`config.mk`:
```
export PLATFORM = sky130hd
export DESIGN_NAME = dps_supervisor
export DESIGN_NICKNAME = d
export VERILOG_FILES = /design/src/dps_pkg.sv /design/src/dps_supervisor.sv /design/src/dps_scale.sv /design/src/dps_timer.sv
export SDC_FILE = /design/constraint.sdc
export NUM_CORES = 2
export LEC_CHECK = 0
export BUFFER_PORTS_ARGS = -buffer_cell sky130_fd_sc_hd__buf_2
export CAP_MARGIN = 20
export CORE_ASPECT_RATIO = 1.25
export CORE_MARGIN = 4
export CORE_UTILIZATION = 45
export CTS_CLUSTER_SIZE = 16
export DETAILED_ROUTE_END_ITERATION = 16
export GPL_TIMING_DRIVEN = 0
export HOLD_SLACK_MARGIN = 0.02
export PLACE_DENSITY = 0.66
export SLEW_MARGIN = 20
export SYNTH_ARGS = -nofsm -noshare
export SYNTH_HDL_FRONTEND = slang
export SYNTH_SLANG_ARGS = --single-unit
```
`constraint.sdc`:
```
create_clock -name REF_CLK -period 75.6 [get_ports REF_CLK]
set_input_delay 0 -clock REF_CLK [delete_from_list [all_inputs] [get_ports REF_CLK]]
set_output_delay 0 -clock REF_CLK [all_outputs]
set_load 0.01 [all_outputs]
```
`src/dps_pkg.sv`:
```
// Package: register map, field widths, reset values and timing constants
package dps_pkg;
  localparam int unsigned CLK_HZ = 20_000_000;
  localparam int unsigned TENTH_SEC_MS = 100;
  localparam int unsigned TENTH_CYC = (CLK_HZ / 1000) * TENTH_SEC_MS;

  localparam logic [7:0] OFF_OV_LVL = 8'h00;
  localparam logic [7:0] OFF_ACC_LVL = 8'h04;
  localparam logic [7:0] OFF_RUN_LVL = 8'h08;
  localparam logic [7:0] OFF_OT_MODE = 8'h0C;
  localparam logic [7:0] OFF_OT_LVL = 8'h10;
  localparam logic [7:0] OFF_OT_TIME = 8'h14;
  localparam logic [7:0] OFF_THERM = 8'h18;
  localparam logic [7:0] OFF_OUT_FN = 8'h1C;
  localparam logic [7:0] OFF_STATUS = 8'h20;
  localparam logic [7:0] OFF_IRQ_ST = 8'h24;
  localparam logic [7:0] OFF_IRQ_MASK = 8'h28;

  localparam logic [15:0] RST_OV_LVL = 16'h0F3C;
  localparam logic [15:0] RST_ACC_LVL = 16'h00AA;
  localparam logic [15:0] RST_RUN_LVL = 16'h00AA;
  localparam logic [15:0] RST_OT_MODE = 16'h0000;
  localparam logic [15:0] RST_OT_LVL = 16'h0096;
  localparam logic [15:0] RST_OT_TIME = 16'h0001;
  localparam logic [15:0] RST_THERM = 16'h0002;
  localparam logic [15:0] RST_OUT_FN = 16'h0000;

  localparam logic [15:0] PCT_FULL = 16'h0064;
  localparam logic [15:0] OT_LVL_MIN = 16'h000A;
  localparam logic [15:0] OT_LVL_MAX = 16'h00C8;
  localparam logic [15:0] OT_TIME_MIN = 16'h0001;
  localparam logic [15:0] OT_TIME_MAX = 16'h0258;
  localparam logic [15:0] THERM_MAX = 16'h0002;
  localparam logic [15:0] OT_MODE_MAX = 16'h0004;
  localparam logic [15:0] FN_OVER_TORQUE = 16'h0004;
  localparam int IRQ_W = 4;
  localparam int IRQ_OT = 0;
  localparam int IRQ_OV = 1;
  localparam int IRQ_ACC = 2;
  localparam int IRQ_RUN = 3;

  typedef enum logic [1:0] {DPS_IDLE, DPS_ACCEL, DPS_CONST, DPS_DECEL}
    dps_phase_e;
endpackage

```
`src/dps_supervisor.sv`:
```
// Drive protection supervisor: stall prevention, over-torque, APB regs
`timescale 1ns/10ps
// Function
// - Hold frequency on bus over-voltage while decelerating
// - Hold frequency while accel current over limit
// - One hundred percent equals rated output current
// - Lower frequency when running current exceeds limit
// - Reaccelerate toward command once current drops
// - Mode zero off, 1-2 constant, 3-4 accel
// - Modes 2,4 stop; 1,3 keep running unless a thermal or drive overload trip is set
// - Warn after current above level beyond time
// - Output function 04 drives over-torque output
// - Torque level 10 to 200, default 150
// - Torque time 0.1 to 60.0 s
// - Thermal select 0,1,2; default 2
module dps_supervisor
  import dps_pkg::*;
#(
  parameter int CW = 16,
  parameter int unsigned TICK_CYC = TENTH_CYC
) (
  input wire logic REF_CLK,
  input wire logic RST,
  input wire logic PSEL,
  input wire logic PENABLE,
  input wire logic PWRITE,
  input wire logic [7:0] PADDR,
  input wire logic [31:0] PWDATA,
  output logic [31:0] PRDATA,
  output logic PREADY,
  output logic PSLVERR,
  input wire logic [CW-1:0] I_OUT,
  input wire logic [CW-1:0] I_RATED,
  input wire logic [15:0] V_BUS,
  input wire logic [1:0] PHASE,
  input wire logic [15:0] F_CMD,
  input wire logic [15:0] F_STEP,
  input wire logic THERMAL_OVERLOAD_TRIP,
  input wire logic DRIVE_OVERLOAD_TRIP,
  output logic [15:0] F_OUT,
  output logic FREQ_HOLD,
  output logic FREQ_LOWER,
  output logic OVER_TORQUE_WARNING,
  output logic DRIVE_STOP,
  output logic MFO,
  output logic [1:0] THERMAL_MODE,
  output logic IRQ
);
  // ------------------------------------------------------------
  // Registers
  // ------------------------------------------------------------
  logic [15:0] ov_lvl_r, acc_lvl_r, run_lvl_r, ot_mode_r;
  logic [15:0] ot_lvl_r, ot_time_r, therm_r, out_fn_r;
  logic [IRQ_W-1:0] irq_st_r, irq_mask_r, irq_ev;
  logic wr, rd;
  logic [15:0] wv;
  dps_phase_e ph;

  assign ph = dps_phase_e'(PHASE);
  assign wr = PSEL && PENABLE && PWRITE;
  // Read data is captured in the setup cycle so it stands at the access edge
  assign rd = PSEL && !PENABLE && !PWRITE;
  assign wv = PWDATA[15:0];
  assign PREADY = 1'b1;

  function automatic logic [15:0] clamp(input logic [15:0] v,
                                        input logic [15:0] lo,
                                        input logic [15:0] hi);
    clamp = (v < lo) ? lo : (v > hi) ? hi : v;
  endfunction

  function automatic logic mapped(input logic [7:0] a);
    mapped = (a <= OFF_IRQ_MASK) && (a[1:0] == 2'b00);
  endfunction

  always_ff @(posedge REF_CLK or posedge RST) begin
    if (RST) begin
      ov_lvl_r <= RST_OV_LVL;
      acc_lvl_r <= RST_ACC_LVL;
      run_lvl_r <= RST_RUN_LVL;
      ot_mode_r <= RST_OT_MODE;
      ot_lvl_r <= RST_OT_LVL;
      ot_time_r <= RST_OT_TIME;
      therm_r <= RST_THERM;
      out_fn_r <= RST_OUT_FN;
      irq_mask_r <= '0;
    end else if (wr) begin
      unique case (PADDR)
        OFF_OV_LVL: ov_lvl_r <= wv;
        OFF_ACC_LVL: acc_lvl_r <= wv;
        OFF_RUN_LVL: run_lvl_r <= wv;
        OFF_OT_MODE: ot_mode_r <= (wv > OT_MODE_MAX) ? ot_mode_r : wv;
        OFF_OT_LVL: ot_lvl_r <= clamp(wv, OT_LVL_MIN, OT_LVL_MAX);
        OFF_OT_TIME: ot_time_r <= clamp(wv, OT_TIME_MIN, OT_TIME_MAX);
        OFF_THERM: therm_r <= (wv > THERM_MAX) ? therm_r : wv;
        OFF_OUT_FN: out_fn_r <= wv;
        OFF_IRQ_MASK: irq_mask_r <= PWDATA[IRQ_W-1:0];
        default: ;
      endcase
    end
  end

  always_ff @(posedge REF_CLK or posedge RST) begin
    if (RST) begin
      PRDATA <= 32'h0000_0000;
      PSLVERR <= 1'b0;
    end else begin
      PSLVERR <= 1'b0;
      if (rd) begin
        unique case (PADDR)
          OFF_OV_LVL: PRDATA <= {16'h0000, ov_lvl_r};
          OFF_ACC_LVL: PRDATA <= {16'h0000, acc_lvl_r};
          OFF_RUN_LVL: PRDATA <= {16'h0000, run_lvl_r};
          OFF_OT_MODE: PRDATA <= {16'h0000, ot_mode_r};
          OFF_OT_LVL: PRDATA <= {16'h0000, ot_lvl_r};
          OFF_OT_TIME: PRDATA <= {16'h0000, ot_time_r};
          OFF_THERM: PRDATA <= {16'h0000, therm_r};
          OFF_OUT_FN: PRDATA <= {16'h0000, out_fn_r};
          OFF_STATUS: PRDATA <= {26'h0, DRIVE_STOP, OVER_TORQUE_WARNING,
                                 FREQ_LOWER, FREQ_HOLD, THERMAL_MODE};
          OFF_IRQ_ST: PRDATA <= {{(32-IRQ_W){1'b0}}, irq_st_r};
          OFF_IRQ_MASK: PRDATA <= {{(32-IRQ_W){1'b0}}, irq_mask_r};
          default: PRDATA <= 32'h0000_0000;
        endcase
      end
    end
  end
  // Zero wait states: the word loaded at the setup edge is what the
  // master samples at the completing access edge

  // ------------------------------------------------------------
  // Protection logic
  // ------------------------------------------------------------
  logic [CW-1:0] acc_lim, run_lim, ot_lim;
  logic ov_hold, acc_hold, run_lower, ot_window, ot_expired;
  logic ot_warn_r, stop_r;
  logic [15:0] f_r, f_nxt;

  dps_scale #(.CW(CW)) u_acc (.PCT(acc_lvl_r), .RATED(I_RATED),
    .LIMIT(acc_lim));
  dps_scale #(.CW(CW)) u_run (.PCT(run_lvl_r), .RATED(I_RATED),
    .LIMIT(run_lim));
  dps_scale #(.CW(CW)) u_ot (.PCT(ot_lvl_r), .RATED(I_RATED),
    .LIMIT(ot_lim));

  assign ov_hold = (ph == DPS_DECEL) && (ov_lvl_r != 16'h0000) &&
    (V_BUS > ov_lvl_r);
  assign acc_hold = (ph == DPS_ACCEL) && (acc_lvl_r != 16'h0000) &&
    (I_OUT > acc_lim);
  assign run_lower = (ph != DPS_IDLE) && (ph != DPS_ACCEL) &&
    (run_lvl_r != 16'h0000) && (I_OUT > run_lim) && !ov_hold;

  // Frequency ramp: hold wins over lowering, lowering wins over ramp
  always_comb begin
    f_nxt = f_r;
    if (stop_r || ph == DPS_IDLE)
      f_nxt = 16'h0000;
    else if (ov_hold || acc_hold)
      f_nxt = f_r;
    else if (run_lower)
      f_nxt = (f_r > F_STEP) ? f_r - F_STEP : 16'h0000;
    else if (f_r < F_CMD)
      f_nxt = (F_CMD - f_r > F_STEP) ? f_r + F_STEP : F_CMD;
    else if (f_r > F_CMD)
      f_nxt = (f_r - F_CMD > F_STEP) ? f_r - F_STEP : F_CMD;
  end

  always_ff @(posedge REF_CLK or posedge RST) begin
    if (RST)
      f_r <= 16'h0000;
    else
      f_r <= f_nxt;
  end

  assign ot_window = ((ot_mode_r == 16'h0001 || ot_mode_r == 16'h0002) &&
    ph == DPS_CONST) || ((ot_mode_r == 16'h0003 ||
    ot_mode_r == 16'h0004) && ph == DPS_ACCEL);

  dps_timer #(.TICK_CYC(TICK_CYC)) u_tmr (.REF_CLK(REF_CLK), .RST(RST),
    .ARM(ot_window && (I_OUT > ot_lim)), .LIMIT(ot_time_r),
    .EXPIRED(ot_expired));

  always_ff @(posedge REF_CLK or posedge RST) begin
    if (RST) begin
      ot_warn_r <= 1'b0;
      stop_r <= 1'b0;
    end else begin
      ot_warn_r <= ot_expired;
      if (ot_expired && (ot_mode_r == 16'h0002 || ot_mode_r == 16'h0004))
        stop_r <= 1'b1;
      else if (ot_expired && (THERMAL_OVERLOAD_TRIP || DRIVE_OVERLOAD_TRIP))
        stop_r <= 1'b1;
      else if (F_CMD == 16'h0000)
        stop_r <= 1'b0;
    end
  end

  assign irq_ev = {run_lower, acc_hold, ov_hold, ot_expired && !ot_warn_r};
  always_ff @(posedge REF_CLK or posedge RST) begin
    if (RST)
      irq_st_r <= '0;
    else if (wr && PADDR == OFF_IRQ_ST)
      irq_st_r <= (irq_st_r & ~PWDATA[IRQ_W-1:0]) | irq_ev;
    else
      irq_st_r <= irq_st_r | irq_ev;
  end

  assign F_OUT = f_r;
  assign FREQ_HOLD = ov_hold || acc_hold;
  assign FREQ_LOWER = run_lower;
  assign OVER_TORQUE_WARNING = ot_warn_r;
  assign DRIVE_STOP = stop_r;
  assign MFO = (out_fn_r == FN_OVER_TORQUE) && ot_warn_r;
  assign THERMAL_MODE = therm_r[1:0];
  assign IRQ = |(irq_st_r & irq_mask_r);

  // ------------------------------------------------------------
  // Assertions
  // ------------------------------------------------------------
  a_ov_hold_freq: assert property (@(posedge REF_CLK) disable iff (RST)
    ov_hold && !stop_r |=> f_r == $past(f_r))
    else $error("frequency moved during over-voltage hold");
  a_acc_hold_freq: assert property (@(posedge REF_CLK) disable iff (RST)
    acc_hold && !stop_r && ph == DPS_ACCEL |=> f_r == $past(f_r))
    else $error("frequency moved during accel stall");
  a_run_lowers: assert property (@(posedge REF_CLK) disable iff (RST)
    run_lower && !stop_r && f_r != 16'h0000 |=> f_r < $past(f_r))
    else $error("frequency not lowered on running stall");
  a_reaccel_cmd: assert property (@(posedge REF_CLK) disable iff (RST)
    !stop_r && ph == DPS_CONST && !ov_hold && !run_lower &&
    f_r < F_CMD |=> f_r > $past(f_r))
    else $error("no reacceleration toward command");
  a_mode_off: assert property (@(posedge REF_CLK) disable iff (RST)
    ot_mode_r == 16'h0000 |-> !ot_expired)
    else $error("over-torque seen with detection off");
  a_stop_mode: assert property (@(posedge REF_CLK) disable iff (RST)
    ot_expired && ot_mode_r == 16'h0002 |=> stop_r)
    else $error("mode 2 did not stop drive");
  a_warn_follow: assert property (@(posedge REF_CLK) disable iff (RST)
    ot_warn_r |-> $past(ot_window && I_OUT > ot_lim))
    else $error("warning without sustained over-torque");
  a_mfo_warn: assert property (@(posedge REF_CLK) disable iff (RST)
    out_fn_r == FN_OVER_TORQUE |-> MFO == ot_warn_r)
    else $error("output does not follow warning");
  a_lvl_range: assert property (@(posedge REF_CLK) disable iff (RST)
    ot_lvl_r >= OT_LVL_MIN && ot_lvl_r <= OT_LVL_MAX)
    else $error("torque level out of range");
  a_time_range: assert property (@(posedge REF_CLK) disable iff (RST)
    ot_time_r >= OT_TIME_MIN && ot_time_r <= OT_TIME_MAX)
    else $error("torque time out of range");
  a_therm_range: assert property (@(posedge REF_CLK) disable iff (RST)
    therm_r <= THERM_MAX)
    else $error("thermal select out of range");
endmodule

```
`src/dps_scale.sv`:
```
// Scales a percent of rated current into a current code
`timescale 1ns/10ps
module dps_scale
  import dps_pkg::*;
#(
  parameter int CW = 16
) (
  input wire logic [15:0] PCT,
  input wire logic [CW-1:0] RATED,
  output logic [CW-1:0] LIMIT
);
  logic [CW+15:0] prod;
  always_comb begin
    prod = PCT * RATED;
    LIMIT = CW'(prod / {{CW{1'b0}}, PCT_FULL});
  end
endmodule

```
`src/dps_timer.sv`:
```
// Over-torque persistence timer in tenths of a second
`timescale 1ns/10ps
module dps_timer
  import dps_pkg::*;
#(
  parameter int unsigned TICK_CYC = TENTH_CYC
) (
  input wire logic REF_CLK,
  input wire logic RST,
  input wire logic ARM,
  input wire logic [15:0] LIMIT,
  output logic EXPIRED
);
  logic [31:0] cyc_r;
  logic [15:0] tenths_r;
  always_ff @(posedge REF_CLK or posedge RST) begin
    if (RST) begin
      cyc_r <= 32'h0000_0000;
      tenths_r <= 16'h0000;
    end else if (!ARM) begin
      cyc_r <= 32'h0000_0000;
      tenths_r <= 16'h0000;
    end else if (cyc_r == 32'(TICK_CYC - 1)) begin
      cyc_r <= 32'h0000_0000;
      if (tenths_r != 16'hFFFF)
        tenths_r <= tenths_r + 16'h0001;
    end else begin
      cyc_r <= cyc_r + 32'h0000_0001;
    end
  end
  // Longer than the setting: expires once the count passes the limit
  assign EXPIRED = ARM && (tenths_r > LIMIT) ||
    ARM && (tenths_r == LIMIT) && (cyc_r != 32'h0000_0000);
endmodule

```
==> After elaboration in Yosys (flattened, before gate mapping) <==
Index checks and enable logic that the tools add are counted.
{ "word_totals": {"ff_bits": 234, "elab_cells": 155} }
{ "op_classes": {"multipliers": 3, "div": 3, "eq_ne": 25, "addsub": 6, "mux": 22, "n_bitwise": 7, "n_reduce_logical": 57, "magnitude_cmp": 16} }
{ "op_table": {"columns": ["operator", "n"], "rows": [
  ["$mux W16", 15],
  ["$pmux W16 S11", 1],
  ["$gt A16 B16 Y1", 9],
  ["$div A32 B7 Y32 const B", 3],
  ["$mul A16 B16 Y32", 3],
  ["$mux W32", 2],
  ["$reduce_bool A16 Y1", 3],
  ["$sub A16 B16 Y16", 3],
  ["$add A32 B1 Y32 const B", 1],
  ["$eq A16 B2 Y1 const B", 2],
  ["$eq A16 B3 Y1 const B", 2],
  ["$eq A32 B21 Y1 const B", 1],
  ["$eq A8 B5 Y1 const B", 4],
  ["$reduce_bool A32 Y1", 1],
  ["$eq A8 B6 Y1 const B", 3],
  ["$logic_and A1 B1 Y1", 23],
  ["$reduce_and A2 Y1", 9],
  ["$add A16 B1 Y16 const B", 1],
  ["$add A16 B16 Y16", 1],
  ["$eq A16 B1 Y1 const B", 1],
  ["$eq A16 B16 Y1", 1],
  ["$eq A8 B4 Y1 const B", 2],
  ["$gt A16 B10 Y1 const B", 1],
  ["$gt A16 B2 Y1 const B", 1],
  ["other kinds (27)", 46]
]} }

==> Logic depth before layout (Yosys ltp) <==
{ "logic_depth": {"word_depth": 11, "ltp_mapped": 116, "ltp_nobuf": 102} }

==> Modules after synthesis <==
From an unflattened synthesis, not the netlist that was laid out.
{ "unflattened": {"cells_unflattened": 7890, "hier_area_um2": 63688.6} }
{ "modules_own_cells": {"columns": ["module", "cells_per_inst", "area_each_um2", "seq_area_each_um2", "instances"], "rows": [
  ["dps_scale", 2024, 15721.3, 0.0, 3],
  ["dps_supervisor", 1477, 13492.9, 4281.6, 1],
  ["dps_timer", 341, 3031.7, 1201.2, 1]
]} }

==> Worst setup path after synthesis <==
No wires, ideal clock.
{ "synth_timing": {"path_type": "flip-flop to flip-flop", "from": "register acc_lvl_r[7]", "to": "register f_r[12], in the netlist F_OUT[12]", "synth_period_minus_slack_ns": 24.442, "required_time_ns": 75.534, "setup_ns": 0.066, "setup_slack_ns": 51.158, "path_stages_with_launch": 107, "arrival_time_ns": 24.376, "n_path_buf": 7, "cell_sequence": "dfstp_2 -> clkbuf_1 -> clkbuf_1 -> nand2_1 -> fa_1 -> inv_1 -> fa_1 -> fa_1 -> fa_1 -> fa_1 -> inv_1 -> fa_1 -> inv_1 -> ha_1 -> buf_4 -> a211oi_1 -> o21bai_1 -> a211oi_1 -> (+71 left out) -> o21a_1 -> o21ai_0 -> nand2b_1 -> a21oi_1 -> nor2b_1 -> o21ai_0 -> nand2b_1 -> a21oi_1 -> o21ai_0 -> a21o_1 -> a21oi_1 -> or3_1 -> nand2_1 -> a41oi_1 -> and3b_1 -> buf_1 -> o221ai_1 -> nand2_1"} }
{ "synth_via": {"elab_chain_cells": 7} }
{ "synth_rtl": {"columns": ["element", "line", "text"], "rows": [
  ["start: declaration", "dps_supervisor.sv:52", "logic [15:0] ov_lvl_r, acc_lvl_r, run_lvl_r, ot_mode_r;"],
  ["start signal: assignment", "dps_supervisor.sv:90", "OFF_ACC_LVL: acc_lvl_r <= wv;"],
  ["$mul A16 B16 Y32", "dps_scale.sv:14", "prod = PCT * RATED;"],
  ["$div A32 B7 Y32", "dps_scale.sv:15", "LIMIT = CW'(prod / {{CW{1'b0}}, PCT_FULL});"],
  ["$gt A16 B16 Y1", "dps_supervisor.sv:149", "(I_OUT > acc_lim);"],
  ["$logic_and A1 B1 Y1 (*)", "dps_supervisor.sv:148", "assign acc_hold = (ph == DPS_ACCEL) && (acc_lvl_r != 16'h0000) &&"],
  ["$logic_or A1 B1 Y1 (*)", null, null],
  ["net FREQ_HOLD", "dps_supervisor.sv:41", "output logic FREQ_HOLD,"],
  ["$ne A2 B1 Y1 (no source line) (*)", null, null],
  ["$reduce_and A2 Y1 (no source line) (*)", null, null],
  ["end signal: assignment", "dps_supervisor.sv:172", "f_r <= f_nxt;"],
  ["end: declaration", "dps_supervisor.sv:137", "logic [15:0] f_r, f_nxt;"]
]} }
The timed path passes the listed nets; every way through them passes the cells marked *.
A chain may end at the register's enable or synchronous reset.

==> Final worst setup path <==
{ "layout_timing": {"from": "register acc_lvl_r[7]", "to": "register f_r[12], in the netlist F_OUT[12]"} }
{ "layout_via": {"elab_chain_cells": 7} }
{ "layout_rtl": {"columns": ["element", "line", "text"], "rows": [
  ["$mul A16 B16 Y32", "dps_scale.sv:14", null],
  ["$div A32 B7 Y32", "dps_scale.sv:15", null],
  ["$gt A16 B16 Y1", "dps_supervisor.sv:149", null],
  ["$logic_and A1 B1 Y1 (*)", "dps_supervisor.sv:148", null],
  ["$logic_or A1 B1 Y1 (*)", "dps_supervisor.sv:158", "else if (ov_hold || acc_hold)"],
  ["$ne A2 B1 Y1 (no source line) (*)", null, null],
  ["$reduce_and A2 Y1 (no source line) (*)", null, null]
]} }
Mark *: on every way between the ends. The rest lies on a longest branch, timed or not.

==> summary.txt <==
Synthesis
  – Syn Area/Cell: 7.99 µm²
  – Ys async rst share: 100%
  – Main synth FF type: dfrtp_1
  – Area leader, netlist: fa_1
  – Synth top area cells: fa_1 (20%), ha_1 (10%), dfrtp_1 (8.2%)
  – Synthesized area: about 0.060 mm²
  – Synth top cells by count: inv_1 (783), nand2_1 (776), fa_1 (586)
  – Sequential area share after synthesis: under 10%
  – Share of the synthesized area in the top cell type: 19.5%
  – Post-synthesis register bit count: 218
  – EDFF count, synth: 0
  – Syn. warnings: 0
  – Synthesized instance count: 7533
  – Cell variety after synth: 170
  – Most frequent cell after synthesis: inv_1

CTS
  – Clk_lat worst skew: around 0.52 ns
  – Hold_buf cts: 21
  – Htree depth: 1
  – Post-CTS Setup Repair Bufs: 0
  – Post-CTS sizing: 0
  – CTS Buffer Depth: 3
  – Clock transition at path regs: ~0.060 ns
  – CTS tree: built
  – CTS root buffer: clkbuf_16
  – CTS Buf Count: 23
  – # clock sinks: around 220

STA
  – Final min period: roughly 32 ns
  – Hold Fails Final Rpt: 0
  – FMAX: roughly 32 MHz
  – Setup_tns: 0 ns
  – Final Cycle Share: approximately two fifths
  – Hold Slack: about 0.073 ns
  – Setup Viol. Count Final: 0
  – Fin. max-slew vios: 0
  – Slew @ Worst Pin: approximately 1.1 ns
  – Relative slew slack: about a quarter
  – RSZ-0062 raised after global routing: no
  – Fin Clk Skew: between 0.02 and 0.03 ns

Critical path
  – Critical Path Max Stage Delay: approximately 0.65 ns
  – Worst Setup Path Type: flop to flop
  – Required time worst endpoint: between 70 and 80 ns
  – Slowest cell on the critical path: clkbuf_1
  – Setup crit end kind: flop
  – Startpoint Class: flop
  – Worst r2r path cells: around 100
  – Worst-path maximum fanout: 10
  – Critical Path AT: between 30 and 40 ns

GRT
  – Total grt overflow: 0
  – GRT Total Usage: around 28%
  – Largest net degree at the start of global routing: 105
  – Vias in the first global route: between 50000 and 60000
  – Initial antenna violation count: 13
  – Global-route wire length before repair: about 310 mm

Placement
  – # port buffers: 130
  – HPWL after DPL: about 160 mm
  – Gpl congestion: approximately 1

Hold path
  – Tightest Hold Check Type: input pin to flop
  – Hold depth: 4

Finish
  – Nets: about 8900
  – Filler cells: 13100
  – Area grow syn2layout: 6.50%
  – Share of cells above drive strength 1: about 8.3%

Detailed routing
  – Via count: 58100
  – WL/cell: between 20 and 25 µm
  – Post-route DRC: 0
  – Post-DR vias/cell: around 6.1
  – DRT Wirelength: 200 mm
  – Initial DRT Pass Iterations: 8
  – Antenna viol nets, final: 0
  – DRT iter0 DRCs: roughly 4600

Job
  – Max-cap violations: 0

Floorplanning
  – Core area: ~0.13 mm²
  – Ports: roughly 190
  – Die width: 335 µm
  – # rows: around 150
  – Die extent in y: about 420 µm
  – Die area: 0.140 mm²
  – Starting Density: 45.4%

Outcome
  – Status: finished clean
area by class of cell:
class / count / area, µm² / area share (%)
Antenna cell: 13 / 32.5 / 0.0508
Sequential cell: 218 / 5480 / 8.56
Clock buffer: 35 / 631 / 0.984
Buffer: 392 / 1830 / 2.85
Tap cell: 1736 / 2170 / 3.39
Timing Repair Buffer: 153 / 916 / 1.43
Inverter: 790 / 2980 / 4.65
Clock inverter: 7 / 92.6 / 0.145
Multi-Input combinational cell: 6149 / 49900 / 77.9
worst paths after layout:
path / end / slack (ns) / startpoint
worst max-delay path: F_OUT[12] / 43.98 / acc_lvl_r[7]
worst min-delay path: F_OUT[3] / 0.07 / F_CMD[3]
worst max register to register: F_OUT[12] / 43.98 / acc_lvl_r[7]
worst min register to register: PRDATA[0] / 0.47 / PRDATA[0]
max in group asynchronous: F_OUT[12] / 74.26 / RST
min in group asynchronous: F_OUT[2] / 0.57 / RST
sequential cells by signal, indices dropped and copies added, names as in the netlist:
signal               count
irq_mask_r               4
run_lvl_r               16
out_fn_r                16
ot_time_r               16
therm_r                 16
irq_st_r                 4
ot_lvl_r                16
DRIVE_STOP               1
u_tmr.tenths_r          16
acc_lvl_r               16
F_OUT                   16
PRDATA                  16
ot_mode_r               16
OVER_TORQUE_WARNING      1
u_tmr.cyc_r             32
ov_lvl_r                16
worst max-delay path, delay by kind of cell, from the launching register on:
family	cells	cell delay, ns
compound gates	51	15.93
xor+xnor	7	1.90
fa+ha+maj	9	4.02
buf+inv	8	2.11
flops	1	0.51
mux	4	1.82
simple gates	25	5.19
cell usage in the layout (no fill, tap or decap), types with 196 or more instances in the layout:
cell,n
o21ai_0,251
fa_1,586
ha_1,488
dfrtp_1,196
inv_1,782
xnor2_1,227
and2_1,471
nand2_1,776
a21oi_1,347
nor2_1,499
buf_2,196
clkbuf_1,266
logic make-up (layout without fill, tap and decap cells):
logic type / after synthesis / in the layout / share of synthesized area [%]
other: 2 / 31 / 0.0125
buffers and inverters: 1182 / 1377 / 7.98
muxes: 151 / 151 / 2.76
DFF: 218 / 218 / 9.11
AOI/OAI and AO/OA: 1922 / 1922 / 23.3
and+or+nand+nor: 2632 / 2632 / 21.9
adders and majority gates: 1092 / 1092 / 30.0
xor gates and xnor gates: 334 / 334 / 4.95
layer usage:
layer / wire, µm / track usage [%]
met5: 34 / 0
met4: 10600 / 11.9
met3: 13600 / 3.79
met2: 95800 / 48.2
met1: 79700 / 34.5
stage by stage:
stage	instance area, µm²	std cells	setup WS [ns]	utilization (%)
after floorplan	60200	7549	51.16	-
after global placement	63000	9415	44.90	47.6
after detailed placement	63100	9417	44.62	47.7
after CTS	64000	9480	44.47	48.4
after global routing	64000	9482	41.99	48.4
final	64100	9493	43.98	48.4
Power is not shown: default switching activity piles up to over one toggle a cycle in this logic, so the estimate is an artifact.
